### config.mk
export PLATFORM = sky130hd
export DESIGN_NAME = edmsg_top
export DESIGN_NICKNAME = d
export VERILOG_FILES = /design/src/common/edmsg_pkg.sv /design/src/verilog/edmsg_top.sv
export SDC_FILE = /design/constraint.sdc
export NUM_CORES = 1
export LEC_CHECK = 0
export BUFFER_PORTS_ARGS = -buffer_cell sky130_fd_sc_hd__buf_2
export CELL_PAD_IN_SITES_DETAIL_PLACEMENT = 0
export CELL_PAD_IN_SITES_GLOBAL_PLACEMENT = 1
export CORE_MARGIN = 5
export CORE_UTILIZATION = 40
export CTS_CLUSTER_DIAMETER = 200
export CTS_CLUSTER_SIZE = 16
export DETAILED_ROUTE_END_ITERATION = 8
export PLACE_DENSITY_LB_ADDON = 0.1
export RECOVER_POWER = 100
export SETUP_SLACK_MARGIN = 0.05
export SYNTH_ARGS = -nofsm -noshare
export SYNTH_HDL_FRONTEND = slang
export SYNTH_SLANG_ARGS = --single-unit
### constraint.sdc
create_clock -name clk -period 5.5 [get_ports clk]
set_input_delay 0.275 -clock clk [delete_from_list [all_inputs] [get_ports clk]]
set_output_delay 0.275 -clock clk [all_outputs]
set_load 0.02 [all_outputs]
### src/common/edmsg_pkg.sv
/*
 Constants and types of the external data-memory select and write guard.
 Assumes one 50 MHz clock and a core that issues one access at a time.
*/
package edmsg_pkg;
    localparam logic [7:0] P5CFG_ADDR = 8'ha2;
    localparam logic [7:0] P6CFG_ADDR = 8'hb2;
    localparam logic [7:0] MEMLO_ADDR = 8'hc6;
    localparam logic [7:0] MEMHI_ADDR = 8'hd6;
    localparam logic [7:0] GUARD_ADDR = 8'hd7;
    localparam logic [7:0] REG_RESET = 8'h00;
    localparam int P5_SEL_LSB = 0;
    localparam int P6_SIZE_LSB = 3;
    localparam int GUARD_EN_LSB = 0;
    localparam int GUARD_RANGE_LSB = 4;
    localparam int GUARD_FLAG_BIT = 7;
    localparam int IRQ_EN_BIT = 7;
    localparam logic [2:0] ADDR_CYC = 3'h1;
    localparam logic [2:0] DATA_CYC = 3'h4;
    localparam logic [1:0] STRAP_SETTLE = 2'h3;

    typedef enum logic [1:0] {
        ST_IDLE = 2'b00,
        ST_ADDR = 2'b01,
        ST_DATA = 2'b11
    } edmsg_state_type;

    typedef struct packed {
        logic valid;
        logic write;
        logic [21:0] addr;
        logic [7:0] wdata;
        logic [7:0] prog_hit;
        logic [21:0] prog_offset;
    } edmsg_req_type;

    typedef struct packed {
        logic valid;
        logic [7:0] data;
    } edmsg_rsp_type;

    typedef struct packed {
        logic write;
        logic [21:0] addr;
        logic [7:0] wdata;
        logic [3:0] psel;
        logic [7:0] prog;
        logic merged;
        logic blocked;
    } edmsg_acc_type;

    typedef struct packed {
        logic [5:0] addr_hi;
        logic [7:0] port2;
        logic [7:0] port7;
        logic port7_oe_n;
        logic [7:0] port0_out;
        logic port0_oe_n;
        logic ale;
        logic wr_n;
        logic rd_n;
        logic program_read_strobe_n;
        logic [3:0] psel_n;
        logic [3:0] psel_pin_en;
        logic [7:0] prog_sel_n;
    } edmsg_pins_type;
endpackage

### src/verilog/edmsg_top.sv
/*
 Data-memory select decode, bus mode, merged space and write guard.
 Assumes a core that waits while busy is high and a program-select
 decoder that supplies the hit vector and offset of each data address.
*/
module edmsg_top (
    input wire logic clk,
    input wire logic reset_n,
    input wire logic por_flag,
    input wire logic bus_demux_strap,
    input wire logic [7:0] reg_addr,
    input wire logic [7:0] reg_wdata,
    input wire logic reg_wr,
    input wire logic reg_rd,
    output logic [7:0] reg_rdata,
    input wire edmsg_pkg::edmsg_req_type req,
    output logic busy,
    output edmsg_pkg::edmsg_rsp_type rsp,
    input wire logic [7:0] port0_in,
    output edmsg_pkg::edmsg_pins_type pins,
    output logic guard_irq
);
    ////////////////////////////////////////////////////////////////////
    logic [2:0] p5_r, p5_nxt;
    logic [7:0] p6_r, p6_nxt, mlo_r, mlo_nxt, mhi_r, mhi_nxt;
    logic [7:0] guard_r, guard_nxt, rdata_r, rdata_nxt;
    logic irq_r, irq_nxt;
    logic [2:0] strap_r, strap_nxt;
    logic [1:0] settle_r, settle_nxt;
    logic cap_r, cap_nxt, demux_r, demux_nxt;
    logic [7:0] d1_r, d2_r, d3_r, din_r, din_nxt;
    edmsg_pkg::edmsg_state_type state_r, state_nxt;
    logic [2:0] cnt_r, cnt_nxt;
    edmsg_pkg::edmsg_acc_type acc_r, acc_nxt;
    edmsg_pkg::edmsg_pins_type pins_r, pins_nxt;
    edmsg_pkg::edmsg_rsp_type rsp_r, rsp_nxt;
    logic busy_r, busy_nxt;
    logic fire, merged_hit, psel_hit, guard_hit;
    logic [2:0] sel_count, range;
    logic [4:0] shift;
    logic [21:0] idx_full;
    logic [7:0] merged_en, prog_sel;
    logic [3:0] guard_en, psel_dec, pin_en;

    assign reg_rdata = rdata_r;
    assign busy = busy_r;
    assign rsp = rsp_r;
    assign pins = pins_r;
    assign guard_irq = irq_r;

    ////////////////////////////////////////////////////////////////////
    // Decode of the pending request.
    always_comb begin
        case (p5_r)
            3'h4: sel_count = 3'h1;
            3'h5: sel_count = 3'h2;
            3'h6: sel_count = 3'h3;
            3'h7: sel_count = 3'h4;
            default: sel_count = 3'h0;
        endcase
        case (sel_count)
            3'h1: pin_en = 4'h1;
            3'h2: pin_en = 4'h3;
            3'h3: pin_en = 4'h7;
            3'h4: pin_en = 4'hf;
            default: pin_en = 4'h0;
        endcase
        case (p6_r[edmsg_pkg::P6_SIZE_LSB +: 3])
            3'h0: shift = 5'd15;
            3'h1: shift = 5'd17;
            3'h2: shift = 5'd18;
            3'h3: shift = 5'd19;
            default: shift = 5'd20;
        endcase
    end

    assign idx_full = req.addr >> shift;
    assign psel_hit = idx_full < {19'h0, sel_count};
    assign psel_dec = 4'h1 << idx_full[1:0];
    assign merged_en = {mhi_r[3:0], mlo_r[3:0]};
    assign merged_hit = |(merged_en & req.prog_hit);
    assign prog_sel = merged_hit ? (merged_en & req.prog_hit) : 8'h00;
    assign guard_en = guard_r[edmsg_pkg::GUARD_EN_LSB +: 4];
    assign range = guard_r[edmsg_pkg::GUARD_RANGE_LSB +: 3];
    assign guard_hit = req.write && |(guard_en & prog_sel[3:0])
        && req.prog_offset[21:14] == 8'h00 && req.prog_offset[13:11] <= range;
    assign fire = req.valid && state_r == edmsg_pkg::ST_IDLE && cap_r;

    ////////////////////////////////////////////////////////////////////
    // Register file and guard flag.
    always_comb begin
        p5_nxt = p5_r;
        p6_nxt = p6_r;
        mlo_nxt = mlo_r;
        mhi_nxt = mhi_r;
        guard_nxt = guard_r;
        rdata_nxt = 8'h00;
        if (reg_wr) begin
            if (reg_addr == edmsg_pkg::P5CFG_ADDR) begin
                p5_nxt = reg_wdata[edmsg_pkg::P5_SEL_LSB +: 3];
            end else if (reg_addr == edmsg_pkg::P6CFG_ADDR) begin
                p6_nxt = reg_wdata;
            end else if (reg_addr == edmsg_pkg::MEMLO_ADDR) begin
                mlo_nxt = reg_wdata;
            end else if (reg_addr == edmsg_pkg::MEMHI_ADDR) begin
                mhi_nxt = reg_wdata;
            end else if (reg_addr == edmsg_pkg::GUARD_ADDR) begin
                // Software can only clear the flag, never set it.
                guard_nxt = {guard_r[7] & reg_wdata[7], reg_wdata[6:0]};
            end
        end
        if (reg_rd) begin
            if (reg_addr == edmsg_pkg::P5CFG_ADDR) begin
                rdata_nxt = {5'h00, p5_r};
            end else if (reg_addr == edmsg_pkg::P6CFG_ADDR) begin
                rdata_nxt = p6_r;
            end else if (reg_addr == edmsg_pkg::MEMLO_ADDR) begin
                rdata_nxt = mlo_r;
            end else if (reg_addr == edmsg_pkg::MEMHI_ADDR) begin
                rdata_nxt = mhi_r;
            end else if (reg_addr == edmsg_pkg::GUARD_ADDR) begin
                rdata_nxt = guard_r;
            end
        end
        if (fire && guard_hit) begin
            guard_nxt[edmsg_pkg::GUARD_FLAG_BIT] = 1'b1;
        end
        irq_nxt = guard_nxt[edmsg_pkg::GUARD_FLAG_BIT] & mhi_nxt[edmsg_pkg::IRQ_EN_BIT];
    end

    always_ff @(posedge clk or negedge reset_n) begin
        if (!reset_n) begin
            p5_r <= 3'h0;
            p6_r <= edmsg_pkg::REG_RESET;
            mlo_r <= edmsg_pkg::REG_RESET;
            mhi_r <= edmsg_pkg::REG_RESET;
            guard_r <= edmsg_pkg::REG_RESET;
            rdata_r <= 8'h00;
            irq_r <= 1'b0;
        end else begin
            p5_r <= p5_nxt;
            p6_r <= p6_nxt;
            mlo_r <= mlo_nxt;
            mhi_r <= mhi_nxt;
            guard_r <= guard_nxt;
            rdata_r <= rdata_nxt;
            irq_r <= irq_nxt;
        end
    end

    ////////////////////////////////////////////////////////////////////
    // Strap capture and data-pin synchroniser.
    always_comb begin
        strap_nxt = {strap_r[1:0], bus_demux_strap};
        settle_nxt = settle_r;
        cap_nxt = cap_r;
        demux_nxt = demux_r;
        din_nxt = (d2_r == d3_r) ? d3_r : din_r;
        if (!cap_r) begin
            if (settle_r != edmsg_pkg::STRAP_SETTLE) begin
                settle_nxt = settle_r + 2'h1;
            end else if (strap_r[1] == strap_r[2]) begin
                cap_nxt = 1'b1;
                demux_nxt = por_flag & strap_r[2];
            end
        end
    end

    always_ff @(posedge clk or negedge reset_n) begin
        if (!reset_n) begin
            strap_r <= 3'h0;
            settle_r <= 2'h0;
            cap_r <= 1'b0;
            demux_r <= 1'b0;
            d1_r <= 8'h00;
            d2_r <= 8'h00;
            d3_r <= 8'h00;
            din_r <= 8'h00;
        end else begin
            strap_r <= strap_nxt;
            settle_r <= settle_nxt;
            cap_r <= cap_nxt;
            demux_r <= demux_nxt;
            d1_r <= port0_in;
            d2_r <= d1_r;
            d3_r <= d2_r;
            din_r <= din_nxt;
        end
    end

    ////////////////////////////////////////////////////////////////////
    // Access sequencer and pin drive.
    always_comb begin
        state_nxt = state_r;
        cnt_nxt = cnt_r;
        acc_nxt = acc_r;
        rsp_nxt = '0;
        case (state_r)
            edmsg_pkg::ST_IDLE: begin
                if (fire) begin
                    acc_nxt.write = req.write;
                    acc_nxt.addr = req.addr;
                    acc_nxt.wdata = req.wdata;
                    acc_nxt.psel = (!merged_hit && psel_hit && !guard_hit) ? psel_dec : 4'h0;
                    acc_nxt.prog = guard_hit ? 8'h00 : prog_sel;
                    acc_nxt.merged = merged_hit;
                    acc_nxt.blocked = guard_hit;
                    state_nxt = edmsg_pkg::ST_ADDR;
                    cnt_nxt = 3'h0;
                end
            end
            edmsg_pkg::ST_ADDR: begin
                if (cnt_r == edmsg_pkg::ADDR_CYC - 3'h1) begin
                    state_nxt = edmsg_pkg::ST_DATA;
                    cnt_nxt = 3'h0;
                end else begin
                    cnt_nxt = cnt_r + 3'h1;
                end
            end
            edmsg_pkg::ST_DATA: begin
                if (cnt_r == edmsg_pkg::DATA_CYC - 3'h1) begin
                    state_nxt = edmsg_pkg::ST_IDLE;
                    rsp_nxt.valid = 1'b1;
                    // The settled byte comes from the agree test itself; its register lags a cycle.
                    rsp_nxt.data = acc_r.write ? 8'h00 : din_nxt;
                end else begin
                    cnt_nxt = cnt_r + 3'h1;
                end
            end
            default: state_nxt = edmsg_pkg::ST_IDLE;
        endcase
        busy_nxt = state_nxt != edmsg_pkg::ST_IDLE || !cap_nxt;
    end

    always_comb begin
        pins_nxt = '0;
        pins_nxt.port7_oe_n = 1'b1;
        pins_nxt.port0_oe_n = 1'b1;
        pins_nxt.wr_n = 1'b1;
        pins_nxt.rd_n = 1'b1;
        pins_nxt.program_read_strobe_n = 1'b1;
        pins_nxt.psel_n = 4'hf;
        pins_nxt.prog_sel_n = 8'hff;
        pins_nxt.psel_pin_en = pin_en;
        if (state_nxt != edmsg_pkg::ST_IDLE) begin
            pins_nxt.addr_hi = acc_nxt.addr[21:16];
            pins_nxt.port2 = acc_nxt.addr[15:8];
            pins_nxt.psel_n = ~acc_nxt.psel;
            pins_nxt.prog_sel_n = ~acc_nxt.prog;
            if (demux_r) begin
                pins_nxt.port7 = acc_nxt.addr[7:0];
                pins_nxt.port7_oe_n = 1'b0;
            end
        end
        if (state_nxt == edmsg_pkg::ST_ADDR && !demux_r) begin
            pins_nxt.port0_out = acc_nxt.addr[7:0];
            pins_nxt.port0_oe_n = 1'b0;
            pins_nxt.ale = 1'b1;
        end
        if (state_nxt == edmsg_pkg::ST_DATA) begin
            if (acc_nxt.write) begin
                pins_nxt.port0_out = acc_nxt.wdata;
                pins_nxt.port0_oe_n = 1'b0;
                pins_nxt.wr_n = acc_nxt.blocked;
            end else if (acc_nxt.merged) begin
                pins_nxt.program_read_strobe_n = 1'b0;
            end else begin
                pins_nxt.rd_n = 1'b0;
            end
        end
    end

    always_ff @(posedge clk or negedge reset_n) begin
        if (!reset_n) begin
            state_r <= edmsg_pkg::ST_IDLE;
            cnt_r <= 3'h0;
            acc_r <= '0;
            rsp_r <= '0;
            busy_r <= 1'b1;
            pins_r <= '{addr_hi: 6'h00, port2: 8'h00, port7: 8'h00, port7_oe_n: 1'b1,
                port0_out: 8'h00, port0_oe_n: 1'b1, ale: 1'b0, wr_n: 1'b1, rd_n: 1'b1,
                program_read_strobe_n: 1'b1, psel_n: 4'hf, psel_pin_en: 4'h0, prog_sel_n: 8'hff};
        end else begin
            state_r <= state_nxt;
            cnt_r <= cnt_nxt;
            acc_r <= acc_nxt;
            rsp_r <= rsp_nxt;
            busy_r <= busy_nxt;
            pins_r <= pins_nxt;
        end
    end

    ////////////////////////////////////////////////////////////////////
    a_psel_pins: assert property (@(posedge clk) disable iff (!reset_n)
        (p5_r == 3'h0 && $stable(p5_r)) |=> pins_r.psel_pin_en == 4'h0)
        else $error("select pins enabled with code zero");
    a_size_decode: assert property (@(posedge clk) disable iff (!reset_n)
        (fire && !merged_hit && !guard_hit && p6_r[5:3] == 3'h0 && p5_r == 3'h7
        && req.addr[21:17] == 5'h00) |=> acc_r.psel == (4'h1 << acc_r.addr[16:15]))
        else $error("32kB select decode wrong");
    a_mux_port7: assert property (@(posedge clk) disable iff (!reset_n)
        !demux_r |-> pins_r.port7_oe_n)
        else $error("port 7 driven in multiplexed mode");
    a_demux_noale: assert property (@(posedge clk) disable iff (!reset_n)
        demux_r |=> !pins_r.ale)
        else $error("latch strobe in demultiplexed mode");
    a_high_addr: assert property (@(posedge clk) disable iff (!reset_n)
        state_r == edmsg_pkg::ST_DATA |-> pins_r.addr_hi == acc_r.addr[21:16])
        else $error("high address pins wrong");
    a_select_excl: assert property (@(posedge clk) disable iff (!reset_n)
        (&pins_r.psel_n) || (&pins_r.prog_sel_n))
        else $error("peripheral and program select together");
    a_merged_strobe: assert property (@(posedge clk) disable iff (!reset_n)
        !pins_r.program_read_strobe_n |-> pins_r.rd_n && pins_r.wr_n && acc_r.merged)
        else $error("program strobe on unmerged access");
    a_guard_range: assert property (@(posedge clk) disable iff (!reset_n)
        (fire && guard_hit) |-> req.prog_offset < ((22'(range) + 22'h1) << 11))
        else $error("guard hit outside range");
    a_guard_nowrite: assert property (@(posedge clk) disable iff (!reset_n)
        (fire && guard_hit) |=> guard_r[7] ##0 pins_r.wr_n [*5])
        else $error("guarded write not suppressed");
    a_sel_beyond: assert property (@(posedge clk) disable iff (!reset_n)
        (pins_r.psel_n | pins_r.psel_pin_en) == 4'hf)
        else $error("select beyond enabled count");
endmodule

==> results.py, run 1 <==
metrics = {
    "sta": {
        "fin_skew_ns": 0.00883,
        "period_share": 0.617,
        "tightestPinTransition_ns": 2.52,
        "min_period_ns": 3.39,
        "rsz0062_at_grt": "false",
        "finalSetupTns_ns": 0,
        "setup_viol": 0,
        "hold_violations": 0,
        "max_freq_mhz": 295,
        "slew_violations": 118,
        "slew_headroom": -0.681,
    },
    "power": {
        "ir_drop_uv": 247,
        "p_per_area_nw_per_um2": 412,
        "power_leakage_nw": 4.38,
    },
    "logic_synthesis": {
        "synth_area_per_cell_um2": 12.4,
        "synth_ff_type": "dfrtp_1",
        "yosys-top-cells-count": "dfrtp_1, nand2_1, mux2_2, o21ai_0, inv_1",
        "synth_area_um2": 7830,
        "synth_area_leaders": "dfrtp_1, mux2_2, dfstp_2",
        "synth_warnings": 0,
        "post_synth_num_cell_types": 57,
        "synth_edf_count": 0,
        "async_flop_share": 1.00,
        "syn_nets": 734,
        "synth.most_common_cell": "dfrtp_1",
        "synth-seq-cells": 195,
        "yosysTopAreaCellShare": 0.566,
        "ys_seq_area_frac": 0.626,
        "yosysTopAreaCell": "dfrtp_1",
        "synth_cells": 633,
    },
    "clocking": {
        "cts-buffers-inserted": 17,
        "clock-sinks": 195,
        "post_cts_buffers": 0,
        "cts_tree": "yes",
        "clockBufferDepth": 2,
        "clk_latency_ns": 0.43,
        "clk_pin_slew_ns": 0.07,
        "h-tree-depth": 4,
        "clockRootBuffer": "clkbuf_16",
    },
    "setup_path": {
        "end_kind": "flop",
        "crit_arrival_ns": 3.70,
        "crit_type": "reg -> reg",
        "crit_required_ns": 5.81,
        "path_max_fanout": 17,
        "startpoint_type": "flop",
        "rrSetupSlack_ns": 2.11,
    },
    "placement": {
        "place_congestion": 0.831,
        "place_hpwl_um": 12500,
        "io_buffers": 151,
        "dpl_cell_area_um2": 8840,
    },
    "global_route": {
        "grt_pass1_wl_um": 28700,
        "antenna_found_initial": 0,
        "grt_max_degree": 75,
        "grt-ovfl-total": 0,
        "track_usage": 0.163,
        "grt_pass1_vias": 5574,
    },
    "detailed_routing": {
        "drc": 0,
        "drt_iter0_markers": 249,
        "routedWlPerCell_um": 16.6,
        "vias": 5244,
        "final_antenna_net_count": 0,
        "wirelength_um": 17800,
        "viasPerCell": 4.91,
        "dr.pass1.iters": 4,
    },
    "cells_and_area": {
        "syn_to_final_growth_pct": 19.3,
        "fin_nets": 892,
        "drive_gt1_frac": 0.233,
        "largest_reg_flops": 52,
        "insertedDiodeCount": 0,
        "fin_area_um2": 9340,
    },
    "floorplanning": {
        "dieArea_um2": 22500,
        "initial_core_util": 0.404,
        "ios": 163,
        "fp.dieH_um": 150,
        "die_x_um": 150,
        "num_rows": 51,
        "core_area_um2": 19400,
    },
    "worst_hold_path": {
        "hp-class": "in -> reg",
    },
    "run_status": {
        "outcome": "finished with violations",
        "failed_checks": "capacitance limit, slew limit",
    },
    "run": {
        "drv_cap": 4,
    },
}
## final timing paths
check	cells after the start	start	to
worst max-delay path	9	p6_r[3]$_DFFE_PN0P_	pins[12]$_DFF_PN1_
worst min-delay path	3	req[49]	acc_r[33]$_DFF_PN0_
worst max register to register	9	p6_r[3]$_DFFE_PN0P_	pins[12]$_DFF_PN1_
worst min register to register	0	d1_r[7]$_DFF_PN0_	d2_r[7]$_DFF_PN0_
max in group asynchronous	3	reset_n	acc_r[5]$_DFF_PN0_
min in group asynchronous	2	reset_n	pins[46]$_DFF_PN0_
## report_power, final
| group | leakage [nW] | internal (mW) | total, mW | switching, mW |
|---|---|---|---|---|
| clock network | 0.271 | 0.603 | 1.19 | 0.584 |
| logic | 1.64 | 0.271 | 0.837 | 0.566 |
| registers | 2.47 | 1.73 | 1.82 | 0.0985 |
| total | 4.38 | 2.60 | 3.85 | 1.25 |
## cells by family after synthesis
| family | count (synthesis) | synth area share |
|---|---|---|
| DFF | 195 | 0.626 |
| buffers and inverters | 51 | 0.0264 |
| xor gates and xnor gates | 10 | 0.0112 |
| adders and majority gates | 9 | 0.0144 |
| AOI/OAI and AO/OA | 108 | 0.0871 |
| and+or+nand+nor | 187 | 0.131 |
| muxes | 73 | 0.104 |
## placed cells by master, fill, tap and decap left out, types with 8 or more instances in the layout
master,synthesis,final
dfrtp_1,177,177
clkbuf_1,11,77
buf_2,12,75
nand2_1,61,61
mux2_2,53,42
o21ai_0,39,39
inv_1,27,27
nand3_1,22,23
a21oi_1,22,22
nor2b_1,22,22
nor2_1,21,21
mux2i_1,18,18
dfstp_2,18,18
clkbuf_16,0,17
mux2_1,0,11
xor2_1,10,10
dlygate4sd3_1,0,10
nand2b_1,9,9
a211oi_1,9,9
ha_1,9,9
nor3_1,5,8
or2_2,8,8
## worst max-delay path, cell delays in order (launching register included)
cell     delay (ns)
dfrtp_1        0.74
mux2_1         0.41
o21ai_0        0.15
o21ai_0        0.11
ha_1           0.30
o21ai_0        0.26
a21oi_1        0.06
or3_1          0.35
nor3_1         0.66
a32oi_1        0.22
## per-stage QoR
stage	instances	hold slack, ns	total power [mW]	setup slack, ns	util
detailed placement	1027	0.236	2.74	2.50	0.455
finish	1069	0.0570	3.85	2.11	0.481
floorplan	633	-0.0206	2.42	2.93	-
global placement	1027	0.232	2.71	2.57	0.455
global route	1069	0.0457	4.09	1.54	0.481
CTS	1069	0.0339	3.95	2.47	0.490
## cell type report
class / count / area (µm²)
Fill cell: 1879 / 10100
Inverter: 27 / 101
Sequential cell: 195 / 4900
Timing Repair Buffer: 163 / 776
Tap cell: 265 / 332
Clock buffer: 18 / 429
Clock inverter: 14 / 140
Multi-Input combinational cell: 387 / 2660
## per-layer routing
metal,part of all wire,wire (µm),track usage
met4,0.0071,126,0.0384
met2,0.49,8730,0.269
met5,0,0,0
met3,0.043,766,0.0433
met1,0.46,8180,0.215
## timing repair
item	in CTS	in global routing
endpoints found under the hold margin	56	0
hold buffers	10	0
gates resized for setup	0	0
Note: power is estimated with default switching activity, not from simulation.
==> run 2, diff against run 1 <==
ABC_AREA = 1   (was default)
clock period = 3.48 ns   (was 5.5 ns; I/O delays follow)
==> run 2 against run 1 <==
Compared with the run above:
- the flow still finishes with violations (capacitance limit, slew limit)
- die area shrank 0.39%
- critical path depth shrank 1
- non-clock buffer count grew 7
- synthesized cell count grew 27%
- sequential share of layout area shrank 0.76 points
- clock skew grew 0.00076 ns
- via count grew 8.7%
- first-iteration DRC count grew 18%
- critical endpoint is now pins[27]$_DFF_PN0_
==> results.py, run 2 <==
metrics = {
    "run_status": {
        "outcome": "finished with violations",
        "failed_checks": "capacitance limit, slew limit",
    },
    "logic_synthesis": {
        "synth_area_per_cell_um2": 9.70,
        "synth-seq-cells": 195,
        "yosysTopAreaCell": "dfrtp_1",
        "synth_area_um2": 7800,
        "synth_cells": 804,
        "yosys-top-cells-count": "dfrtp_1, nand2_1, inv_1, o21ai_0, nor2_1",
        "async_flop_share": 1.00,
        "ys_seq_area_frac": 0.629,
        "synth_warnings": 0,
        "post_synth_num_cell_types": 41,
        "yosysTopAreaCellShare": 0.568,
        "synth.most_common_cell": "dfrtp_1",
        "synth_area_leaders": "dfrtp_1, nand2_1, dfstp_2",
        "synth_edf_count": 0,
        "synth_ff_type": "dfrtp_1",
        "syn_nets": 905,
    },
    "setup_path": {
        "rrSetupSlack_ns": 0.81,
        "crit_arrival_ns": 3.02,
        "crit_chain": "nor2_1, nand3_2, nand2_1, inv_2, nor3_1, buf_4, nand2_1, o21ai_0",
        "crit_type": "reg -> reg",
        "end_kind": "flop",
        "cpMaxStageDelayCell": "nand2_1",
        "cpPeakStageDelay_ns": 0.65,
        "timing.rr.start": "state_r[1]$_DFF_PN0_",
        "reg2reg_to": "pins[27]$_DFF_PN0_",
        "startpoint": "state_r[1]$_DFF_PN0_",
        "path_common_cell": "nand2_1",
        "r2r_cells": 8,
        "path_max_fanout": 21,
        "startpoint_type": "flop",
        "crit_required_ns": 3.83,
    },
    "detailed_routing": {
        "vias": 5700,
        "wirelength_um": 18300,
        "drc": 0,
        "drt_iter0_markers": 293,
        "dr.pass1.iters": 7,
        "viasPerCell": 4.55,
        "final_antenna_net_count": 0,
        "routedWlPerCell_um": 14.6,
    },
    "cells_and_area": {
        "seq_area_um2": 4900,
        "fin_nets": 1076,
        "syn_to_final_growth_pct": 21.5,
        "multi_input_area_um2": 2390,
        "fin_cells": 1253,
        "final_common_cell": "dfrtp_1",
        "drive_gt1_frac": 0.181,
        "largest_reg_flops": 52,
        "fill_cells": 1917,
        "most-common-layout-cells": "dfrtp_1, nand2_1, inv_1, o21ai_0, buf_2",
        "insertedDiodeCount": 0,
    },
    "floorplanning": {
        "initial_core_util": 0.403,
        "core_area_um2": 19300,
        "dieArea_um2": 22400,
        "num_rows": 51,
        "ios": 163,
        "fp.dieH_um": 150,
        "die_x_um": 150,
    },
    "sta": {
        "tightestPinTransition_ns": 2.40,
        "slew_headroom": -0.600,
        "setup_viol": 0,
        "rsz0062_at_grt": "false",
        "max_freq_mhz": 375,
        "slew_violations": 95,
        "finalSetupTns_ns": 0,
        "hold_violations": 0,
        "period_share": 0.767,
        "min_period_ns": 2.67,
        "timing.hold.ws_ns": 0.0254,
        "fin_skew_ns": 0.00958,
    },
    "global_route": {
        "grt_max_degree": 96,
        "antenna_found_initial": 0,
        "track_usage": 0.173,
        "grt_pass1_wl_um": 30100,
        "grt-ovfl-total": 0,
        "grt_pass1_vias": 5719,
    },
    "run": {
        "drv_cap": 1,
    },
    "clocking": {
        "clk_latency_ns": 0.43,
        "clockBufferDepth": 2,
        "cts_tree": "yes",
        "h-tree-depth": 4,
        "clockRootBuffer": "clkbuf_16",
        "clk_pin_slew_ns": 0.07,
        "clock-sinks": 195,
        "cts-buffers-inserted": 17,
    },
    "worst_hold_path": {
        "hp-class": "in -> reg",
        "worstHoldStart": "req[49]",
        "hold_end": "acc_r[33]$_DFF_PN0_",
        "hold_depth": 3,
    },
    "placement": {
        "place_congestion": 0.794,
        "io_buffers": 151,
        "dp_cells": 1207,
        "place_hpwl_um": 12800,
    },
    "power": {
        "power_leakage_nw": 4.67,
        "ir_drop_uv": 372,
        "p_per_area_nw_per_um2": 670,
    },
}
-- run 2: what timing repair did --
action                    CTS  global route
hold endpoints to repair  104             0
gates resized for setup     0             0
buffers inserted            0             0
hold buffers               14             0
-- run 2: cells by family (layout without fill, tap and decap cells) --
logic type,Yosys count,count (layout),share of synthesized area
DFF,195,195,0.629
muxes,1,1,0.00144
adders and majority gates,9,9,0.0144
and+or+nand+nor,333,333,0.190
xor gates and xnor gates,10,10,0.0112
buffers and inverters,132,316,0.0648
AOI/OAI and AO/OA,124,124,0.0891
-- run 2: area by class of cell --
type,instances,area share
multi-input cells,477,0.252
inverters,114,0.0452
clock buffers,18,0.0463
flip-flops and latches,195,0.517
well taps,265,0.0350
repair buffers,170,0.0895
clock inverters,14,0.0148
-- run 2: worst max-delay path, delay by kind of cell, from the launching register on --
family	cells	cell delay [ns]
AOI/OAI and AO/OA	1	0.08
buffers and inverters	2	0.54
DFF	1	0.41
and+or+nand+nor	5	1.56
-- run 2: layer usage --
metal,up-vias,routed length (µm),GRT usage,part of all wire
met3,13,861,0.0412,0.047
li1,2900,-,-,-
met4,0,214,0.0458,0.012
met2,131,8460,0.272,0.46
met5,-,0,0,0
met1,2656,8740,0.241,0.48
-- run 2: through the flow --
stage | instance area [µm²] | worst slack, ns | util | total power [mW]
after floorplan | 7800 | 1.46 | - | 4.00
after global placement | 8870 | 1.10 | 0.459 | 4.54
after detailed placement | 8870 | 1.06 | 0.459 | 4.56
after CTS | 9590 | 1.03 | 0.496 | 6.50
after global routing | 9480 | 0.389 | 0.490 | 6.79
final | 9480 | 0.812 | 0.490 | 6.35
-- run 2: worst max path at each step --
stage	depth (start not counted)	slack, ns	to
after floorplan	15	1.46	pins[13]$_DFF_PN1_
after global placement	14	1.10	pins[12]$_DFF_PN1_
after detailed placement	14	1.06	pins[15]$_DFF_PN1_
after CTS	14	1.03	pins[15]$_DFF_PN1_
after global routing	3	0.39	pins[31]$_DFF_PN0_
final	8	0.81	pins[27]$_DFF_PN0_
-- run 2: power breakdown --
group	switching, mW	internal [mW]	total [mW]
registers	0.135	2.74	2.87
clock network	0.933	0.972	1.90
logic	1.10	0.477	1.58
